### config.mk
export PLATFORM = sky130hd
export DESIGN_NAME = psw_status_word
export DESIGN_NICKNAME = d
export VERILOG_FILES = /design/src/psw_pkg.sv /design/src/psw_alu_if.sv /design/src/psw_status_word.sv /design/src/psw_parity.sv /design/src/psw_bank.sv
export SDC_FILE = /design/constraint.sdc
export NUM_CORES = 1
export LEC_CHECK = 0
export BUFFER_PORTS_ARGS = -buffer_cell sky130_fd_sc_hd__buf_2
export CAP_MARGIN = 10
export CORE_MARGIN = 2
export CORE_UTILIZATION = 37
export DETAILED_ROUTE_END_ITERATION = 7
export PLACE_DENSITY_LB_ADDON = 0.25
export SETUP_SLACK_MARGIN = 0.15
export SLEW_MARGIN = 25
export SYNTH_ARGS = -nofsm -noshare
export SYNTH_HDL_FRONTEND = slang
export SYNTH_SLANG_ARGS = --single-unit
### constraint.sdc
create_clock -name clk_i -period 1.3 [get_ports clk_i]
set_clock_uncertainty 0.05 [all_clocks]
set_input_delay 0 -clock clk_i [delete_from_list [all_inputs] [get_ports clk_i]]
set_output_delay 0 -clock clk_i [all_outputs]
set_load 0.01 [all_outputs]
### src/psw_pkg.sv
`default_nettype none
package psw_pkg;
   localparam logic [7:0] PSW_ADDR = 8'hD0;
   localparam logic [7:0] PSW_RESET = 8'h00;
   localparam int POS_CY = 7;
   localparam int POS_AC = 6;
   localparam int POS_F0 = 5;
   localparam int POS_RS1 = 4;
   localparam int POS_RS0 = 3;
   localparam int POS_OV = 2;
   localparam int POS_F1 = 1;
   localparam int POS_P = 0;
   localparam logic [8:0] MUL_LIMIT = 9'h0FF;
   localparam logic [4:0] BANK_SPAN = 5'h08;
   typedef enum logic [1:0] {
      PSW_OP_NONE = 2'b00,
      PSW_OP_ARITH = 2'b01,
      PSW_OP_MUL = 2'b11
   } psw_op_t;
endpackage
`default_nettype wire

### src/psw_alu_if.sv
`default_nettype none
interface psw_alu_if;
   import psw_pkg::*;
   logic [7:0] acc;
   logic parity;
   logic [1:0] bank;
   logic [4:0] bank_base;
   modport src (input acc, output parity);
   modport dst (output acc, input parity);
   modport bsrc (input bank, output bank_base);
   modport bdst (output bank, input bank_base);
endinterface
`default_nettype wire

### src/psw_status_word.sv
`default_nettype none
module psw_status_word
   import psw_pkg::*;
(
   // Clock and reset
   input wire logic clk_i,
   input wire logic sys_rst_i,
   input wire logic ce_i,
   // Register port
   input wire logic [7:0] addr_i,
   input wire logic [7:0] wdata_i,
   input wire logic wr_i,
   input wire logic rd_i,
   output logic [7:0] rdata_o,
   // ALU side
   input wire logic [1:0] op_i,
   input wire logic carry7_i,
   input wire logic carry3_i,
   input wire logic ovf_i,
   input wire logic [15:0] product_i,
   input wire logic [7:0] acc_i,
   // Status outputs
   output logic [7:0] psw_o,
   output logic [4:0] bank_base_o,
   output logic [1:0] bank_sel_o
);
   logic cy_ff, ac_ff, f0_ff, f1_ff, ov_ff;
   logic [1:0] rs_ff;
   logic [7:0] rdata_ff;
   logic nxt_cy, nxt_ac, nxt_ov;
   logic sfr_wr;
   logic mul_big;
   psw_op_t op;
   psw_alu_if pif ();
   psw_alu_if bif ();

   assign op = psw_op_t'(op_i);
   assign sfr_wr = wr_i && (addr_i == PSW_ADDR);
   assign mul_big = (product_i[15:8] != 8'h00);

   assign pif.acc = acc_i;
   assign bif.bank = rs_ff;
   psw_parity u_par (.pif(pif.src));
   psw_bank u_bank (.bif(bif.bsrc));

   // ALU update wins over a software write in the same cycle, as the flag is hardware set
   always_comb begin
      nxt_cy = cy_ff;
      nxt_ac = ac_ff;
      nxt_ov = ov_ff;
      if (sfr_wr) begin
         nxt_cy = wdata_i[POS_CY];
         nxt_ac = wdata_i[POS_AC];
         nxt_ov = wdata_i[POS_OV];
      end
      unique case (op)
         PSW_OP_ARITH: begin
            nxt_cy = carry7_i;
            nxt_ac = carry3_i;
            nxt_ov = ovf_i;
         end
         PSW_OP_MUL: begin
            nxt_cy = 1'b0;
            nxt_ov = mul_big;
         end
         default: begin
         end
      endcase
   end

   always_ff @(posedge clk_i) begin
      if (sys_rst_i) begin
         cy_ff <= PSW_RESET[POS_CY];
         ac_ff <= PSW_RESET[POS_AC];
         ov_ff <= PSW_RESET[POS_OV];
      end else if (ce_i) begin
         cy_ff <= nxt_cy;
         ac_ff <= nxt_ac;
         ov_ff <= nxt_ov;
      end
   end

   always_ff @(posedge clk_i) begin
      if (sys_rst_i) begin
         f0_ff <= PSW_RESET[POS_F0];
         f1_ff <= PSW_RESET[POS_F1];
         rs_ff <= PSW_RESET[POS_RS1:POS_RS0];
      end else if (ce_i && sfr_wr) begin
         f0_ff <= wdata_i[POS_F0];
         f1_ff <= wdata_i[POS_F1];
         rs_ff <= wdata_i[POS_RS1:POS_RS0];
      end
   end

   always_comb begin
      psw_o = 8'h00;
      psw_o[POS_CY] = cy_ff;
      psw_o[POS_AC] = ac_ff;
      psw_o[POS_F0] = f0_ff;
      psw_o[POS_RS1:POS_RS0] = rs_ff;
      psw_o[POS_OV] = ov_ff;
      psw_o[POS_F1] = f1_ff;
      psw_o[POS_P] = pif.parity;
   end

   // Unmapped reads return zero
   always_ff @(posedge clk_i) begin
      if (sys_rst_i) begin
         rdata_ff <= 8'h00;
      end else if (ce_i) begin
         rdata_ff <= (rd_i && addr_i == PSW_ADDR) ? psw_o : 8'h00;
      end
   end
   assign rdata_o = rdata_ff;
   assign bank_base_o = bif.bank_base;
   assign bank_sel_o = rs_ff;

   property p_carry;
      @(posedge clk_i) disable iff (sys_rst_i)
      (ce_i && op == PSW_OP_ARITH) |=> (cy_ff == $past(carry7_i));
   endproperty
   a_carry: assert property (p_carry) else $error("carry flag wrong");

   property p_aux;
      @(posedge clk_i) disable iff (sys_rst_i)
      (ce_i && op == PSW_OP_ARITH) |=> (ac_ff == $past(carry3_i));
   endproperty
   a_aux: assert property (p_aux) else $error("aux carry wrong");

   property p_mul;
      @(posedge clk_i) disable iff (sys_rst_i)
      (ce_i && op == PSW_OP_MUL) |=> (ov_ff == ($past(product_i) > 16'h00FF));
   endproperty
   a_mul: assert property (p_mul) else $error("multiply overflow wrong");

   property p_bank;
      @(posedge clk_i) disable iff (sys_rst_i)
      1'b1 |-> (bank_base_o == {rs_ff, 3'b000});
   endproperty
   a_bank: assert property (p_bank) else $error("bank base wrong");

   property p_parity;
      @(posedge clk_i) disable iff (sys_rst_i)
      1'b1 |-> (psw_o[POS_P] == ^acc_i);
   endproperty
   a_parity: assert property (p_parity) else $error("parity wrong");

   property p_user;
      @(posedge clk_i) disable iff (sys_rst_i)
      (ce_i && sfr_wr) |=> (f0_ff == $past(wdata_i[POS_F0]) && f1_ff == $past(wdata_i[POS_F1]));
   endproperty
   a_user: assert property (p_user) else $error("user flag write lost");

   property p_rsel;
      @(posedge clk_i) disable iff (sys_rst_i)
      (ce_i && sfr_wr) |=> (bank_sel_o == $past(wdata_i[4:3]));
   endproperty
   a_rsel: assert property (p_rsel) else $error("bank select write lost");

   property p_hold;
      @(posedge clk_i) disable iff (sys_rst_i)
      (ce_i && op == PSW_OP_NONE && !sfr_wr) |=> $stable(cy_ff) && $stable(ac_ff);
   endproperty
   a_hold: assert property (p_hold) else $error("carry changed without cause");

   property p_read;
      @(posedge clk_i) disable iff (sys_rst_i)
      (ce_i && rd_i && addr_i == PSW_ADDR) |=> (rdata_o[7:1] == $past(psw_o[7:1]));
   endproperty
   a_read: assert property (p_read) else $error("read data wrong");

   c_mul_big: cover property (@(posedge clk_i) disable iff (sys_rst_i)
      ce_i && op == PSW_OP_MUL && mul_big);
   c_arith_carry: cover property (@(posedge clk_i) disable iff (sys_rst_i)
      ce_i && op == PSW_OP_ARITH && carry7_i && carry3_i);
   c_bank3: cover property (@(posedge clk_i) disable iff (sys_rst_i) rs_ff == 2'b11);
   c_read: cover property (@(posedge clk_i) disable iff (sys_rst_i) rd_i && addr_i == PSW_ADDR);
endmodule
`default_nettype wire

### src/psw_parity.sv
`default_nettype none
module psw_parity
   import psw_pkg::*;
(
   // Accumulator in, parity out
   psw_alu_if.src pif
);
   logic [8:0] chain;
   assign chain[0] = 1'b0;
   genvar g;
   generate
      for (g = 0; g < 8; g++) begin : g_bit
         assign chain[g+1] = chain[g] ^ pif.acc[g];
      end
   endgenerate
   assign pif.parity = chain[8];
endmodule
`default_nettype wire

### src/psw_bank.sv
`default_nettype none
module psw_bank
   import psw_pkg::*;
(
   // Bank select in, RAM base out
   psw_alu_if.bsrc bif
);
   always_comb begin
      unique case (bif.bank)
         2'b00: bif.bank_base = 5'h00;
         2'b01: bif.bank_base = BANK_SPAN;
         2'b10: bif.bank_base = 5'h10;
         2'b11: bif.bank_base = 5'h18;
      endcase
   end
endmodule
`default_nettype wire

; ---- Word-level counts from Yosys, hierarchy flattened
; Index checks and enable logic that the tools add are counted.
[word_totals]
mem_bits_ro = 0
word_cells = 37
memories = 0
mem_bits_rw = 0
inputBits = 50
latch_bits = 0
output_inout_bits = 23
register_bits = 15
[classes]
add_sub_neg = 0
n_div = 0
multipliers = 0
eq_ne = 6
shifts = 0
mux = 8
magnitude_cmp = 0
bitwise = 7
n_reduce_logical = 9
[op_table]
columns = cell, count
row1 = one-hot mux 5 bit (4 select lines), 1
row2 = "== test 8 bit, second input constant", 1
row3 = 2-to-1 mux 8 bit, 1
row4 = nonzero test 8 bit, 1
row5 = bitwise XOR 1 bit, 7
row6 = "== test 2 bit, second input constant", 3
row7 = "== test 2 x 1 -> 1 bit, second input constant", 2
row8 = 2-to-1 mux 1 bit, 4
row9 = one-hot mux 1 bit (2 select lines), 2
row10 = AND reduction 2 bit, 2
row11 = logical AND 1 bit, 3
row12 = nonzero test 3 bit, 1
row13 = logical NOT 2 bit, 1
row14 = nonzero test 2 bit, 1

; ---- Logic depth before layout (Yosys ltp)
; Gate-level depths: netlist of run 1.
[depth]
ltp_word = 8
depth_mapped = 5
depth_no_buf = 4

; ---- Cells and area by module
; From an unflattened synthesis of run 1, not the netlist that was laid out.
[unflattened]
cells_unflattened = 95
hier_area_um2 = 853.3
[modules_own_cells]
columns = module, n_inst, seq_area_each_um2, cells_per_inst, area_each_um2
row1 = psw_status_word, 1, 300.3, 82, 758.2
row2 = psw_parity, 1, 0.0, 7, 61.3
row3 = psw_bank, 1, 0.0, 6, 33.8

; ---- Worst setup path before layout of run 1
; OpenSTA, ideal clock, no wires.
[synth_timing]
kind = input-to-reg
start = input addr_i[5]
end = register cy_ff
setup_ps = 130
arrival_time_ps = 861
cell_stages = 4
n_path_buf = 0
t_required_ps = 1120
slack_ps = 258
cell_sequence = and4b_1 -> nand4_4 -> a222oi_1 -> a311oi_1
[synth_between]
elab_chain_len = 4
[synth_rtl]
columns = element, line
row1 = from (decl), psw_status_word.sv:10  ; input wire logic [7:0] addr_i,
row2 = == test 8 bit, psw_status_word.sv:38  ; assign sfr_wr = wr_i && (addr_i == PSW_ADDR);
row3 = logical AND 1 bit, psw_status_word.sv:38
row4 = nonzero test 3 bit (no source line), --
row5 = AND reduction 2 bit (no source line), --
row6 = to (signal assigned), psw_status_word.sv:73  ; cy_ff <= PSW_RESET[POS_CY];
row7 = to (signal assigned), psw_status_word.sv:77  ; cy_ff <= nxt_cy;
row8 = to (decl), psw_status_word.sv:27  ; logic cy_ff, ac_ff, f0_ff, f1_ff, ov_ff;
; No other way between the ends.
; A chain may end at the register's enable or synchronous reset.

; ---- Worst setup path after layout of run 1
[layout_timing]
start = input wr_i
end = register rs_ff[1] (netlist: bank_sel_o[1])
[layout_between]
elab_chain_len = 2
[layout_rtl]
columns = element, line
row1 = from (decl), psw_status_word.sv:12  ; input wire logic wr_i,
row2 = logical AND 1 bit, psw_status_word.sv:38
row3 = logical AND 1 bit, psw_status_word.sv:88  ; end else if (ce_i && sfr_wr) begin
row4 = to (signal assigned), psw_status_word.sv:87  ; rs_ff <= PSW_RESET[POS_RS1:POS_RS0];
row5 = to (signal assigned), psw_status_word.sv:91  ; rs_ff <= wdata_i[POS_RS1:POS_RS0];
row6 = to (decl), psw_status_word.sv:28  ; logic [1:0] rs_ff;
; No other way between the ends.

==> results of run 1 <==
## power by group through the flow
stage	combinational [mW]	sequential, mW	clock [mW]
final	0.192	0.468	0.250
after global routing	0.213	0.470	0.282
after CTS	0.195	0.469	0.266
after detailed placement	0.183	0.480	0
after global placement	0.178	0.480	0
after floorplan	0.121	0.478	0
## sequential cells by signal (all words and copies together), names as in the netlist
name / flops
cy_ff: 1
rdata_o: 8
ac_ff: 1
ov_ff: 1
f0_ff: 1
bank_sel_o: 2
f1_ff: 1
## layout make-up
cell class              instances  share of cell area
well taps                      28              0.0303
flip-flops and latches         15               0.259
multi-input cells              61               0.362
repair buffers                 67               0.316
clock buffers                   4              0.0227
inverters                       3             0.00973
## per-layer routing
metal	vias up	GRT usage	wire length, um
met1	374	0.193	825
met2	46	0.254	953
met5	-	0	0
met4	0	0.0263	0
met3	0	0.0460	186
li1	422	-	-
## path summary, 6_finish.rpt
kind              start       endpoint  slack, ns  cells after the start
min reg2reg       cy_ff          cy_ff       0.46                      2
min           sys_rst_i  bank_sel_o[0]       0.03                      2
max reg2reg  rdata_o[0]     rdata_o[0]       0.52                      2
max                wr_i  bank_sel_o[1]       0.22                      6
## timing repair
| action | 4_1_cts | 5_1_grt |
|---|---|---|
| setup buffers | 0 | 0 |
| endpoints found under the hold margin | 5 | 0 |
| hold buffers | 5 | 0 |
| gates resized for setup | 0 | 0 |
## stage by stage
step	utilization	hold WS, ns	setup WS (ns)
final	0.533	0.0253	0.218
after CTS	0.533	0.0167	0.228
after global routing	0.533	0.0433	0.178
after detailed placement	0.498	0.195	0.119
after floorplan	-	0.0939	0.258
after global placement	0.498	0.182	0.160
## kinds of logic after synthesis
group / after synthesis
AO/OA/AOI/OAI: 17
other: 1
AND/OR/NAND/NOR: 29
XOR/XNOR: 7
flip-flops: 15
multiplexers: 5
buffers and inverters: 20
## layout by cell type (no fill, tap or decap), drive strengths merged
cell         instances
and4                 1
nor3b                2
a311oi               1
buf                 62
a41o                 1
dlygate4sd3          5
nor2                12
and4b                1
a221oi               1
clkbuf               4
nor4                 2
xor2                 1
a31o                 1
dfxtp               15
nor2b                8
conb                 3
inv                  3
a31oi                1
nand4                1
xnor2                6
a211oi               2
mux2i                5
nand2                2
a21oi                8
a222oi               1
o21ai                1
==> metrics list, run 1 <==
* Result of the run: finished, final reports clean
- Dividing the detail-routed via count by the number of cells gives 4.73.
* First-pass iteration count of the detailed router: 4
- Part of the cycle the worst path needs: 0.832
* Initial cell density of the core: 0.385
- Clock tree buffer depth: 2
* Number of buffers added on ports: 60
* Top-level port count: 73
- Of the total synthesized cell area, the portion taken by XOR and XNOR cells is 0.0735.
* Combinational Power Share: 0.211
- Total wirelength of the detailed-routed design: 1970 um
- Required time of the critical path: 1.41 ns
- In the routed design, unresolved DRC markers number 0.
- The share of the Yosys chip area taken by registers is 0.360.
* Area growth from synthesis to final layout: 38.7%
* Buffer and inverter count on the worst path: 3
- During synthesis, Yosys emitted a total of 0 warnings.
* Top_reg_cell synth: sky130_fd_sc_hd__dfxtp_1
* Average cell area after synthesis: 8.88 um2
- The congestion estimate from routability-driven global placement came to 0.688.
- Summing all flip-flop and latch instances after layout gives 300 um2.
- Internal: 0.688 mW
- Leakage power total: 0.611 nW
- Via count of the first global-routing pass: 729
- Async set or reset register ratio after synthesis: 0
* PnR Total Power: 0.911 mW
* Critical-path top delay cell: sky130_fd_sc_hd__dlygate4sd3_1
- Power spread over the standard cell area amounts to 787 nW/um2.
- Combined area of the multi-input logic cells: 419 um2
* Top cell types by occurrence after synthesis: sky130_fd_sc_hd__dfxtp_1 (15), sky130_fd_sc_hd__buf_4 (11), sky130_fd_sc_hd__nor2_1 (11)
- Entering global routing, the biggest net connects 17 pins.
- Post-DP Area: 1080 um2
* Number of clock buffers inserted by TritonCTS: 3
- Setup repair after global routing left no endpoint under its margin.
- The filler cells instantiated in the layout total 232.
* CTS tree: built
* Multiplexer share of the synthesized area: 0.0600
- Number of setup violations in the final report: 0
- Number of DRC violations after detailed-routing iteration 0: 11
- Max-cap violations in this run came to 0.
- Area share of the largest cell type after synthesis: 0.360
- For the worst setup path, the data arrival time is 1.19 ns.
- Launching element type of the critical path: input port
- The worst setup path is of the in -> reg kind.
- Core footprint: 2170 um2
* Post-DP HPWL: 1510 um
- Of the total synthesized cell area, the portion taken by full adders, half adders and majority gates is 0.
- Leading post-synthesis cells by cell area: sky130_fd_sc_hd__dfxtp_1 (36%), sky130_fd_sc_hd__buf_4 (9.9%), sky130_fd_sc_hd__xnor2_1 (6.3%), sky130_fd_sc_hd__mux2i_1 (6.0%), sky130_fd_sc_hd__nor2b_1 (6.0%)
- Summed over all nets, the switching power comes to 0.223 mW.
- The floorplan has 17 rows.
* Area leader, netlist: sky130_fd_sc_hd__dfxtp_1
- Antenna violations before repair: 0
* Critical-path maximum fanout: 6
- Counting flops with a built-in enable in the synthesized netlist gives 0.
- Clock root buffer: sky130_fd_sc_hd__clkbuf_4
* Sequential share of power: 0.514
- VDD sags by at most 0.602 mV.
* Placed Instances: 169
* Highest clock frequency the design can meet: 924 MHz
- The total count of hold-check failures in the final report was 0.
- Class of the worst hold path: in -> reg
- Residual overflow from global routing: 0
- Clock latency on the worst-skew pair, taken at its later pin, is 0.27 ns.
- For this block, the via count after detailed routing is 842.
* Global-route wire length before repair: 3060 um
- Area of the die: 2650 um2
- After the flow finishes, the layout carries non-filler instances totaling 178.
- The detail route stage leaves a number of antenna-violating nets equal to 0.
* Combined global-route utilization of all metal layers: 0.151
* Number of nets in the finished design: 201
- In the final routed layout, each cell accounts on average for 11.0 um.
- Synthesis produced 94 cells.
- The die is 51.5 um wide.
- Fraction of power consumed by the clock network: 0.275
- After routing the design area is 1160 um2.
* Nature of the critical path endpoint: register
- Cells along the critical path: dlygate4sd3_1 -> buf_2 -> nand4_4 -> buf_4 -> mux2i_1 -> nor2_1
* Number of different library cells in the post-synthesis netlist: 30
- Counting flops and latches in the post-synthesis netlist gives 15.
- Of the total power, the share spent switching nets is 0.245.
- The worst path needs 1.08 ns of the cycle, external delays included.
- 0 antenna diodes ended up in the layout.
- Post-Synth Simple-Gate Area: 0.220
- The floorplan step set the die height to 51.5 um.
- Main combinational cell family by area after synthesis: simple AND/OR/NAND/NOR gates
* Ratio of cells with drive above 1 in the final layout: 0.453
- Most common cell in the synthesized netlist: sky130_fd_sc_hd__dfxtp_1
- For this run, the slowest stage of the critical path takes 0.53 ns.
* Num Clock Sinks: 15
- Number of pins with negative max-slew slack in the final report: 0
- Cell area after synthesis: 835 um2
* Total negative setup slack: 0 ns
- The share of the synthesized area in compound gates (AO/OA/AOI/OAI) is 0.135.
* CTS clock-pin slew for the worst setup and hold paths: 0.08 ns
* H-tree levels: 1
- The kind of cell with the highest combined delay along the critical path is buffers and inverters.
Power figures use the tool's default switching activity.
==> run 2: changes to the inputs <==
CORE_UTILIZATION = 33   (was 37)
clock period = 0.93 ns   (was 1.3 ns; I/O delays follow)
==> run 2 against run 1 <==
Sequential power is 40% higher. Power increased by 51%. First-iteration DRC count rose by 9.1%. Sequential share of layout area fell by 4.8 points. Critical path depth is 1 lower. Combinational power increased by 85%. Flip-flop and latch count stayed put. Worst setup slack worse by 0.17 ns. Global-route usage about the same. Die area up 11%.
==> metrics list, run 2 (synthesis gave the netlist of run 1 again) <==
- Post-DP HPWL: 1660 um (was 1510 um)
* Count of antenna-violating nets left after detailed routing: 0 (unchanged)
- The share of power burned in combinational logic is 0.259 (was 0.211).
* Clk_lat worst skew: 0.27 ns (about the same)
- Met1 track demand over resource: 0.155 (was 0.193)
* Fraction of power consumed by the clock network: 0.266 (was 0.275)
- Result of the run: finished, final reports clean (unchanged).
- Sequential share of power: 0.476 (was 0.514)
- Busiest metal layer after global routing: met2 (unchanged)
* Residual overflow from global routing: 0 (unchanged)
- Fill cells: 212 (was 232)
* Via count: 882 (was 842)
* Number of DRC violations after detailed-routing iteration 0: 12 (was 11)
- The area overhead of the layout relative to synthesis is 83.7% (was 38.7%).
- The die area was 2950 um2 (was 2650 um2).
- Switching share of power: 0.255 (was 0.245)
- Final hold violations: 0 (unchanged)
- Total negative setup slack: 0 ns (unchanged)
- Number of clock buffers inserted by TritonCTS: 3 (unchanged)
- The pin count of the biggest net entering global routing was 17 (unchanged).
- The post-route DRC violation count came to 0 (unchanged).
* Antenna violations before repair: 0 (unchanged)
* Initial cell density of the core: 0.343 (was 0.385)
- The setup slack after placement is -0.226 ns (was 0.119 ns).
- GR Util met2: 0.297 (was 0.254)
- The die outline height is 54.3 um (was 51.5 um).
* Part of the cycle the worst path needs: 0.951
- The number of endpoints failing setup at the final stage was 0 (unchanged).
* CTS clock-pin slew for the worst setup and hold paths: 0.09 ns (was 0.08 ns)
- The placeable core region was 2430 um2 (was 2170 um2).
- First-pass iteration count of the detailed router: 4 (unchanged)
- The count of standard-cell rows was 18 (was 17).
- Post-layout instance area: 1530 um2 (was 1160 um2)
- Global-route wire length before repair: 3230 um (was 3060 um)
* Combined global-route utilization of all metal layers: 0.151 (about the same)
- Internal: 1.02 mW (was 0.688 mW)
- Class of the worst hold path: in -> reg (unchanged)
- The tightest hold margin was 0.0176 ns (was 0.0253 ns).
- The switching power came to 0.350 mW (was 0.223 mW).
- The required time of the critical path was 1.03 ns (was 1.41 ns).
- The antenna diode count was 0 (unchanged).
- Unrepaired setup endpoints after global routing: true (was false).
- The nature of the critical path startpoint was an input port (unchanged).
- Subtracting the final worst setup slack from the clock period gives 0.885 ns.
* Placed Instances: 176 (was 169)
- Average wire per cell in the routed design: 11.7 um (was 11.0 um)
- The worst setup slack after layout was 0.0454 ns (was 0.218 ns).
- Width of the die: 54.3 um (was 51.5 um)
* Power Dens Cells: 897 nW/um2 (was 787 nW/um2)
* Number of buffers added on ports: 60 (unchanged)
- The met3 routing resource usage after global routing is 0.0246 (was 0.0460).
- The core utilization of the finished layout was 0.630 (was 0.533).
* Crit path arrival time: 0.98 ns (was 1.19 ns)
* H-tree levels: 1 (unchanged)
* Num Clock Sinks: 15 (unchanged)
- The number of violations of the max-capacitance limit was 0 (unchanged).
- Final weighted congestion of routability-driven global placement: 0.695 (was 0.688)
- The kind of capture point of the worst setup path is a register (unchanged).
* Clock root buffer: sky130_fd_sc_hd__clkbuf_4 (unchanged)
* Vias per inst: 4.64 (was 4.73)
- CTS tree: built (unchanged)
- The overall routed net length came to 2230 um (was 1970 um).
- The maximum buffer depth of the clock tree came to 2 (unchanged).
- The worst ir drop on vdd was 0.643 mV (was 0.602 mV).
- Type of the worst setup path: in -> reg (unchanged)
- The number of global-route vias before repair came to 804 (was 729).
- The non-filler instance count after layout came to 190 (was 178).
- The flip-flop count of the largest register, all copies and words added was 8 (unchanged).
- Top library cells by usage in the layout, fill and taps aside: sky130_fd_sc_hd__buf_2 (33), sky130_fd_sc_hd__buf_6 (31), sky130_fd_sc_hd__dfxtp_2 (13), sky130_fd_sc_hd__nor2_1 (11), sky130_fd_sc_hd__buf_4 (8) (was sky130_fd_sc_hd__buf_2 (60), sky130_fd_sc_hd__dfxtp_1 (15), sky130_fd_sc_hd__nor2_1 (11), sky130_fd_sc_hd__nor2b_1 (8), sky130_fd_sc_hd__a21oi_1 (8)).
* PnR Total Power: 1.37 mW (was 0.911 mW)
- Number of pins with negative max-slew slack in the final report: 0 (unchanged)
- Top-level port count: 73 (unchanged)
* Post-DP Area: 1160 um2 (was 1080 um2)
- Number of nets in the finished design: 211 (was 201)
- Critical-path maximum fanout: 7 (was 6)
* Highest clock frequency the design can meet: 1130 MHz
- The ratio of cells with drive above 1 in the final layout is 0.681 (was 0.453).
- Leakage power total: 0.729 nW (was 0.611 nW)
- Most common cell after layout, fill and taps aside: sky130_fd_sc_hd__buf_2 (unchanged)
## run 2: layout make-up
type	count	area, um2	area share
Sequential cell	15	324	0.211
Timing Repair Buffer	77	634	0.414
Multi-Input combinational cell	61	499	0.326
Clock buffer	4	26.3	0.0171
Tap cell	30	37.5	0.0245
Inverter	3	11.3	0.00735
## run 2: critical path, stage by stage
cell,delay (ns)
sky130_fd_sc_hd__buf_6,0.09
sky130_fd_sc_hd__and4b_2,0.30
sky130_fd_sc_hd__nand4_4,0.13
sky130_fd_sc_hd__a222oi_1,0.38
sky130_fd_sc_hd__a311oi_1,0.09
## run 2: power by group through the flow
| stage | logic, mW | registers (mW) | clock network [mW] |
|---|---|---|---|
| floorplan | 0.169 | 0.670 | 0 |
| global placement | 0.260 | 0.672 | 0 |
| detailed placement | 0.267 | 0.672 | 0 |
| CTS | 0.336 | 0.652 | 0.377 |
| global route | 0.390 | 0.656 | 0.416 |
| finish | 0.356 | 0.654 | 0.365 |
## run 2: timing repair
action	4_1_cts	5_1_grt
pin swaps	5	12
endpoints found under the hold margin	4	0
gates resized for setup	39	21
endpoints found under the setup margin	27	34
hold buffers	4	0
buffers inserted	5	1
## run 2: worst paths after layout
kind / cells past startpoint / endpoint / slack [ns] / start
worst max-delay path: 5 / cy_ff / 0.05 / addr_i[5]
worst min-delay path: 2 / rdata_o[4] / 0.02 / sys_rst_i
worst max register to register: 3 / bank_sel_o[1] / 0.11 / bank_sel_o[1]
worst min register to register: 2 / rdata_o[7] / 0.46 / cy_ff
## run 2: metal layers
metal / wire, um / vias to the layer above
li1: - / 440
met1: 846 / 407
met2: 1210 / 33
met3: 154 / 2
met4: 19 / 0
met5: 0 / -
==> run 3: changes to the inputs <==
ABC_AREA = 1   (was default)
CORE_UTILIZATION = 35   (was 33)
==> run 3 against run 2 <==
Synthesized area up 11%. Cell count up 25%. First-iteration DRC count down 17%. Wire length up 13%. Combinational power about the same. Core utilization up 2.3 points. Clock power down 4%. Sequential power down 0.6%. Maximum frequency up 8.5%. Synthesized cell count up 49%. Clock-buffer cell count unchanged. Largest power group unchanged.
==> metrics list, run 3 <==
- The initial core utilization was 0.371 (was 0.343).
- The total count of hold-check failures in the final report was 0 (unchanged).
* Crit path arrival time: 0.76 ns (was 0.98 ns)
- Internal: 0.990 mW (was 1.02 mW)
- The clock edge transition at the registers on the reported setup and hold paths came to 0.08 ns (was 0.09 ns).
* Switch Pwr: 0.368 mW (was 0.350 mW)
- The remaining number of nets flagged by the antenna check after routing came to 0 (unchanged).
* CTS tree: built (unchanged)
* Total wirelength of the detailed-routed design: 2500 um (was 2230 um)
- Fill cells: 239 (was 212)
- The most numerous cell in the Yosys netlist is sky130_fd_sc_hd__nand2_1 (was sky130_fd_sc_hd__dfxtp_1).
- Launching element type of the critical path: register (was input port)
- The post-synthesis area per instance is 6.62 um2 (was 8.88 um2).
- The die outline height was 55.5 um (was 54.3 um).
* Nature of the critical path endpoint: primary output (was register)
* Register bit count reported by yosys: 15 (unchanged)
* Pre-CTS setup slack: -0.160 ns (was -0.226 ns)
* Top cell types by occurrence after synthesis: sky130_fd_sc_hd__nand2_1 (40), sky130_fd_sc_hd__inv_1 (18), sky130_fd_sc_hd__dfxtp_1 (15) (was sky130_fd_sc_hd__dfxtp_1 (15), sky130_fd_sc_hd__buf_4 (11), sky130_fd_sc_hd__nor2_1 (11))
- Type of the worst setup path: reg -> out (was in -> reg)
* Max stage delay on crit path: 0.39 ns (was 0.38 ns)
- The die area came to 3080 um2 (was 2950 um2).
- The count of nets after finishing came to 258 (was 211).
* Critical-path maximum fanout: 5 (was 7)
- Top library cells by usage in the layout, fill and taps aside: sky130_fd_sc_hd__buf_2 (37), sky130_fd_sc_hd__nand2_1 (30), sky130_fd_sc_hd__buf_6 (25), sky130_fd_sc_hd__dfxtp_2 (13) (was sky130_fd_sc_hd__buf_2 (33), sky130_fd_sc_hd__buf_6 (31), sky130_fd_sc_hd__dfxtp_2 (13), sky130_fd_sc_hd__nor2_1 (11), sky130_fd_sc_hd__buf_4 (8))
- Final worst slack: 0.115 ns (was 0.0454 ns)
* Final hold slack: 0.0425 ns (was 0.0176 ns)
* Placed Instances: 222 (was 176)
- Clock root buffer: sky130_fd_sc_hd__clkbuf_4 (unchanged)
* PnR Total Power: 1.36 mW (was 1.37 mW)
* Top-level port count: 73 (unchanged)
* Power Dens Cells: 832 nW/um2 (was 897 nW/um2)
* Cells along the critical path: buf_6 (was buf_6 -> and4b_2 -> nand4_4 -> a222oi_1 -> a311oi_1)
- The detailed router's first-iteration violation count is 10 (was 12).
- Pin count of the biggest net entering global routing: 16 (was 17)
- Result of the run: finished, final reports clean (unchanged).
- Width of the die: 55.5 um (was 54.3 um)
- The part of the power in the clock network was 0.260 (was 0.266).
* Average wire per cell in the routed design: 10.6 um (was 11.7 um)
- The total buffers and inverters traversed by the critical path was 1 (unchanged).
* Residual DRC: 0 (unchanged)
* Maximum vdd drop: 0.985 mV (was 0.643 mV)
* Final weighted congestion of routability-driven global placement: 0.707 (was 0.695)
- Antenna violations before repair: 0 (unchanged)
* Via count: 1076 (was 882)
- Critical-path top delay cell: sky130_fd_sc_hd__dfxtp_4 (was sky130_fd_sc_hd__a222oi_1)
- Clock tree buffer depth: 2 (unchanged)
- First-pass iteration count of the detailed router: 4 (unchanged)
* Family of cells with the greatest summed delay on the critical path: flip-flops (was compound AO/OA/AOI/OAI gates)
- The latest clock arrival within the worst-skew pair came to 0.27 ns (about the same).
- The number of buffers inserted by port buffering came to 60 (unchanged).
- The CTS H-tree depth came to 1 (unchanged).
- Post-DP HPWL: 1740 um (was 1660 um)
- The main flop type after synthesis was sky130_fd_sc_hd__dfxtp_1 (unchanged).
* Most common cell after layout, fill and taps aside: sky130_fd_sc_hd__buf_2 (unchanged)
* Sequential share of power: 0.479 (was 0.476)
- Required time of the critical path: 0.88 ns (was 1.03 ns)
- Via count of the first global-routing pass: 1025 (was 804)
- The final worst-path cycle share is 0.876 (was 0.951).
- The clock sink count came to 15 (unchanged).
* Post-layout min period: 0.815 ns (was 0.885 ns)
* Antenna diode instance count: 0 (unchanged)
- Vias per inst: 4.54 (was 4.64)
* Register area share after synthesis: 0.324 (was 0.360)
* Ratio of cells with drive above 1 in the final layout: 0.638 (was 0.681)
- The area share of the largest cell type after synthesis came to 0.324 (was 0.360).
- Combinational Power Share: 0.261 (was 0.259)
- Switching share of power: 0.271 (was 0.255)
- Async set or reset register ratio after synthesis: 0 (unchanged)
- Gate Count Post-Synth: 140 (was 94)
- The non-filler instance count after layout was 237 (was 190).
- The number of violations of the max-capacitance limit was 0 (unchanged).
- The maximum clock frequency came to 1230 MHz (was 1130 MHz).
- The count of synthesis-stage warnings from yosys was 0 (unchanged).
- The count of standard-cell rows came to 18 (unchanged).
- Area leader, netlist: sky130_fd_sc_hd__dfxtp_1 (unchanged)
- Number of different library cells in the post-synthesis netlist: 23 (was 30)
* Leakage power total: 0.798 nW (was 0.729 nW)
- Core footprint: 2500 um2 (was 2430 um2)
- The post-synthesis cell area came to 927 um2 (was 835 um2).
- Residual overflow from global routing: 0 (unchanged)
* Global-route wire length before repair: 4050 um (was 3230 um)
* Area growth from synthesis to final layout: 76.1% (was 83.7%)
* Number of synthesized flops with an enable pin: 0 (unchanged)
- Leading post-synthesis cells by cell area: sky130_fd_sc_hd__dfxtp_1 (32%), sky130_fd_sc_hd__nand2_1 (16%), sky130_fd_sc_hd__buf_4 (8.9%), sky130_fd_sc_hd__inv_1 (7.3%), sky130_fd_sc_hd__a21oi_1 (7.0%) (was sky130_fd_sc_hd__dfxtp_1 (36%), sky130_fd_sc_hd__buf_4 (9.9%), sky130_fd_sc_hd__xnor2_1 (6.3%), sky130_fd_sc_hd__mux2i_1 (6.0%), sky130_fd_sc_hd__nor2b_1 (6.0%))
* Number of flip-flops in the largest register: 8 (unchanged)
- Unrepaired setup endpoints after global routing: true (unchanged).
- Number of setup violations in the final report: 0 (unchanged)
* Combined global-route utilization of all metal layers: 0.159 (was 0.151)
* Number of pins with negative max-slew slack in the final report: 0 (unchanged)
- Number of clock buffers inserted by TritonCTS: 3 (unchanged)
- Class of the worst hold path: in -> reg (unchanged)
[run 3: cell types whose count changed in the layout (fill, tap and decap cells not counted), moves of 4 or more]
cell | before | now
sky130_fd_sc_hd__nor2b_1 | 4 | 0
sky130_fd_sc_hd__buf_2 | 33 | 37
sky130_fd_sc_hd__a21oi_1 | 1 | 7
sky130_fd_sc_hd__nand3_1 | 0 | 4
sky130_fd_sc_hd__inv_1 | 3 | 9
sky130_fd_sc_hd__inv_2 | 0 | 10
sky130_fd_sc_hd__nand2_1 | 2 | 30
sky130_fd_sc_hd__nand2_2 | 0 | 10
sky130_fd_sc_hd__o21a_1 | 0 | 5
sky130_fd_sc_hd__mux2i_1 | 5 | 0
sky130_fd_sc_hd__nor2b_4 | 4 | 0
sky130_fd_sc_hd__nand3_2 | 0 | 5
sky130_fd_sc_hd__nor2_1 | 11 | 6
sky130_fd_sc_hd__buf_6 | 31 | 25
[run 3: timing repair]
action                                  4_1_cts  5_1_grt
endpoints found under the hold margin         4        0
pin swaps                                     7       18
buffers inserted                              7        0
hold buffers                                  4        0
resized for setup                            42       31
endpoints found under the setup margin       24       31
[run 3: logic make-up after synthesis]
kind of cell    Yosys count  synth area share
compound gates           23             0.143
buf+inv                  37             0.216
flops                    15             0.324
other cells               1           0.00404
simple gates             64             0.313
[run 3: power by group through the flow]
stage	logic [mW]	clock network, mW	registers [mW]
after floorplan	0.153	0	0.667
after global placement	0.260	0	0.669
after detailed placement	0.267	0	0.669
after CTS	0.317	0.368	0.649
after global routing	0.397	0.399	0.652
final	0.355	0.352	0.650
[run 3: metrics by stage]
stage	setup TNS, ns	cell area [um2]	util
after global placement	-0.621	1270	0.507
after detailed placement	-0.909	1270	0.507
after global routing	0	1630	0.653
final	0	1630	0.653
after floorplan	0	971	-
after CTS	0	1550	0.620
[run 3: layout make-up]
class | count | area (um2) | share of cell area
flip-flops and latches | 15 | 324 | 0.198
repair buffers | 76 | 607 | 0.372
multi-input cells | 90 | 538 | 0.330
well taps | 30 | 37.5 | 0.0230
clock buffers | 4 | 26.3 | 0.0161
inverters | 22 | 100 | 0.0613
[run 3: per-layer routing]
layer  share of wire  global-route usage  wire length [um]
met5               0                   0                 0
met1            0.36               0.181               907
met2            0.59               0.308              1490
met4               0              0.0209                 0
met3           0.044              0.0328               111
[run 3: path summary, 6_finish.rpt]
kind / startpoint / end / slack [ns] / cells past startpoint
worst max register to register: ac_ff / ac_ff / 0.17 / 3
worst max-delay path: bank_sel_o[0] / bank_sel_o[0] / 0.12 / 1
worst min register to register: rdata_o[0] / rdata_o[0] / 0.42 / 2
worst min-delay path: carry7_i / cy_ff / 0.04 / 5
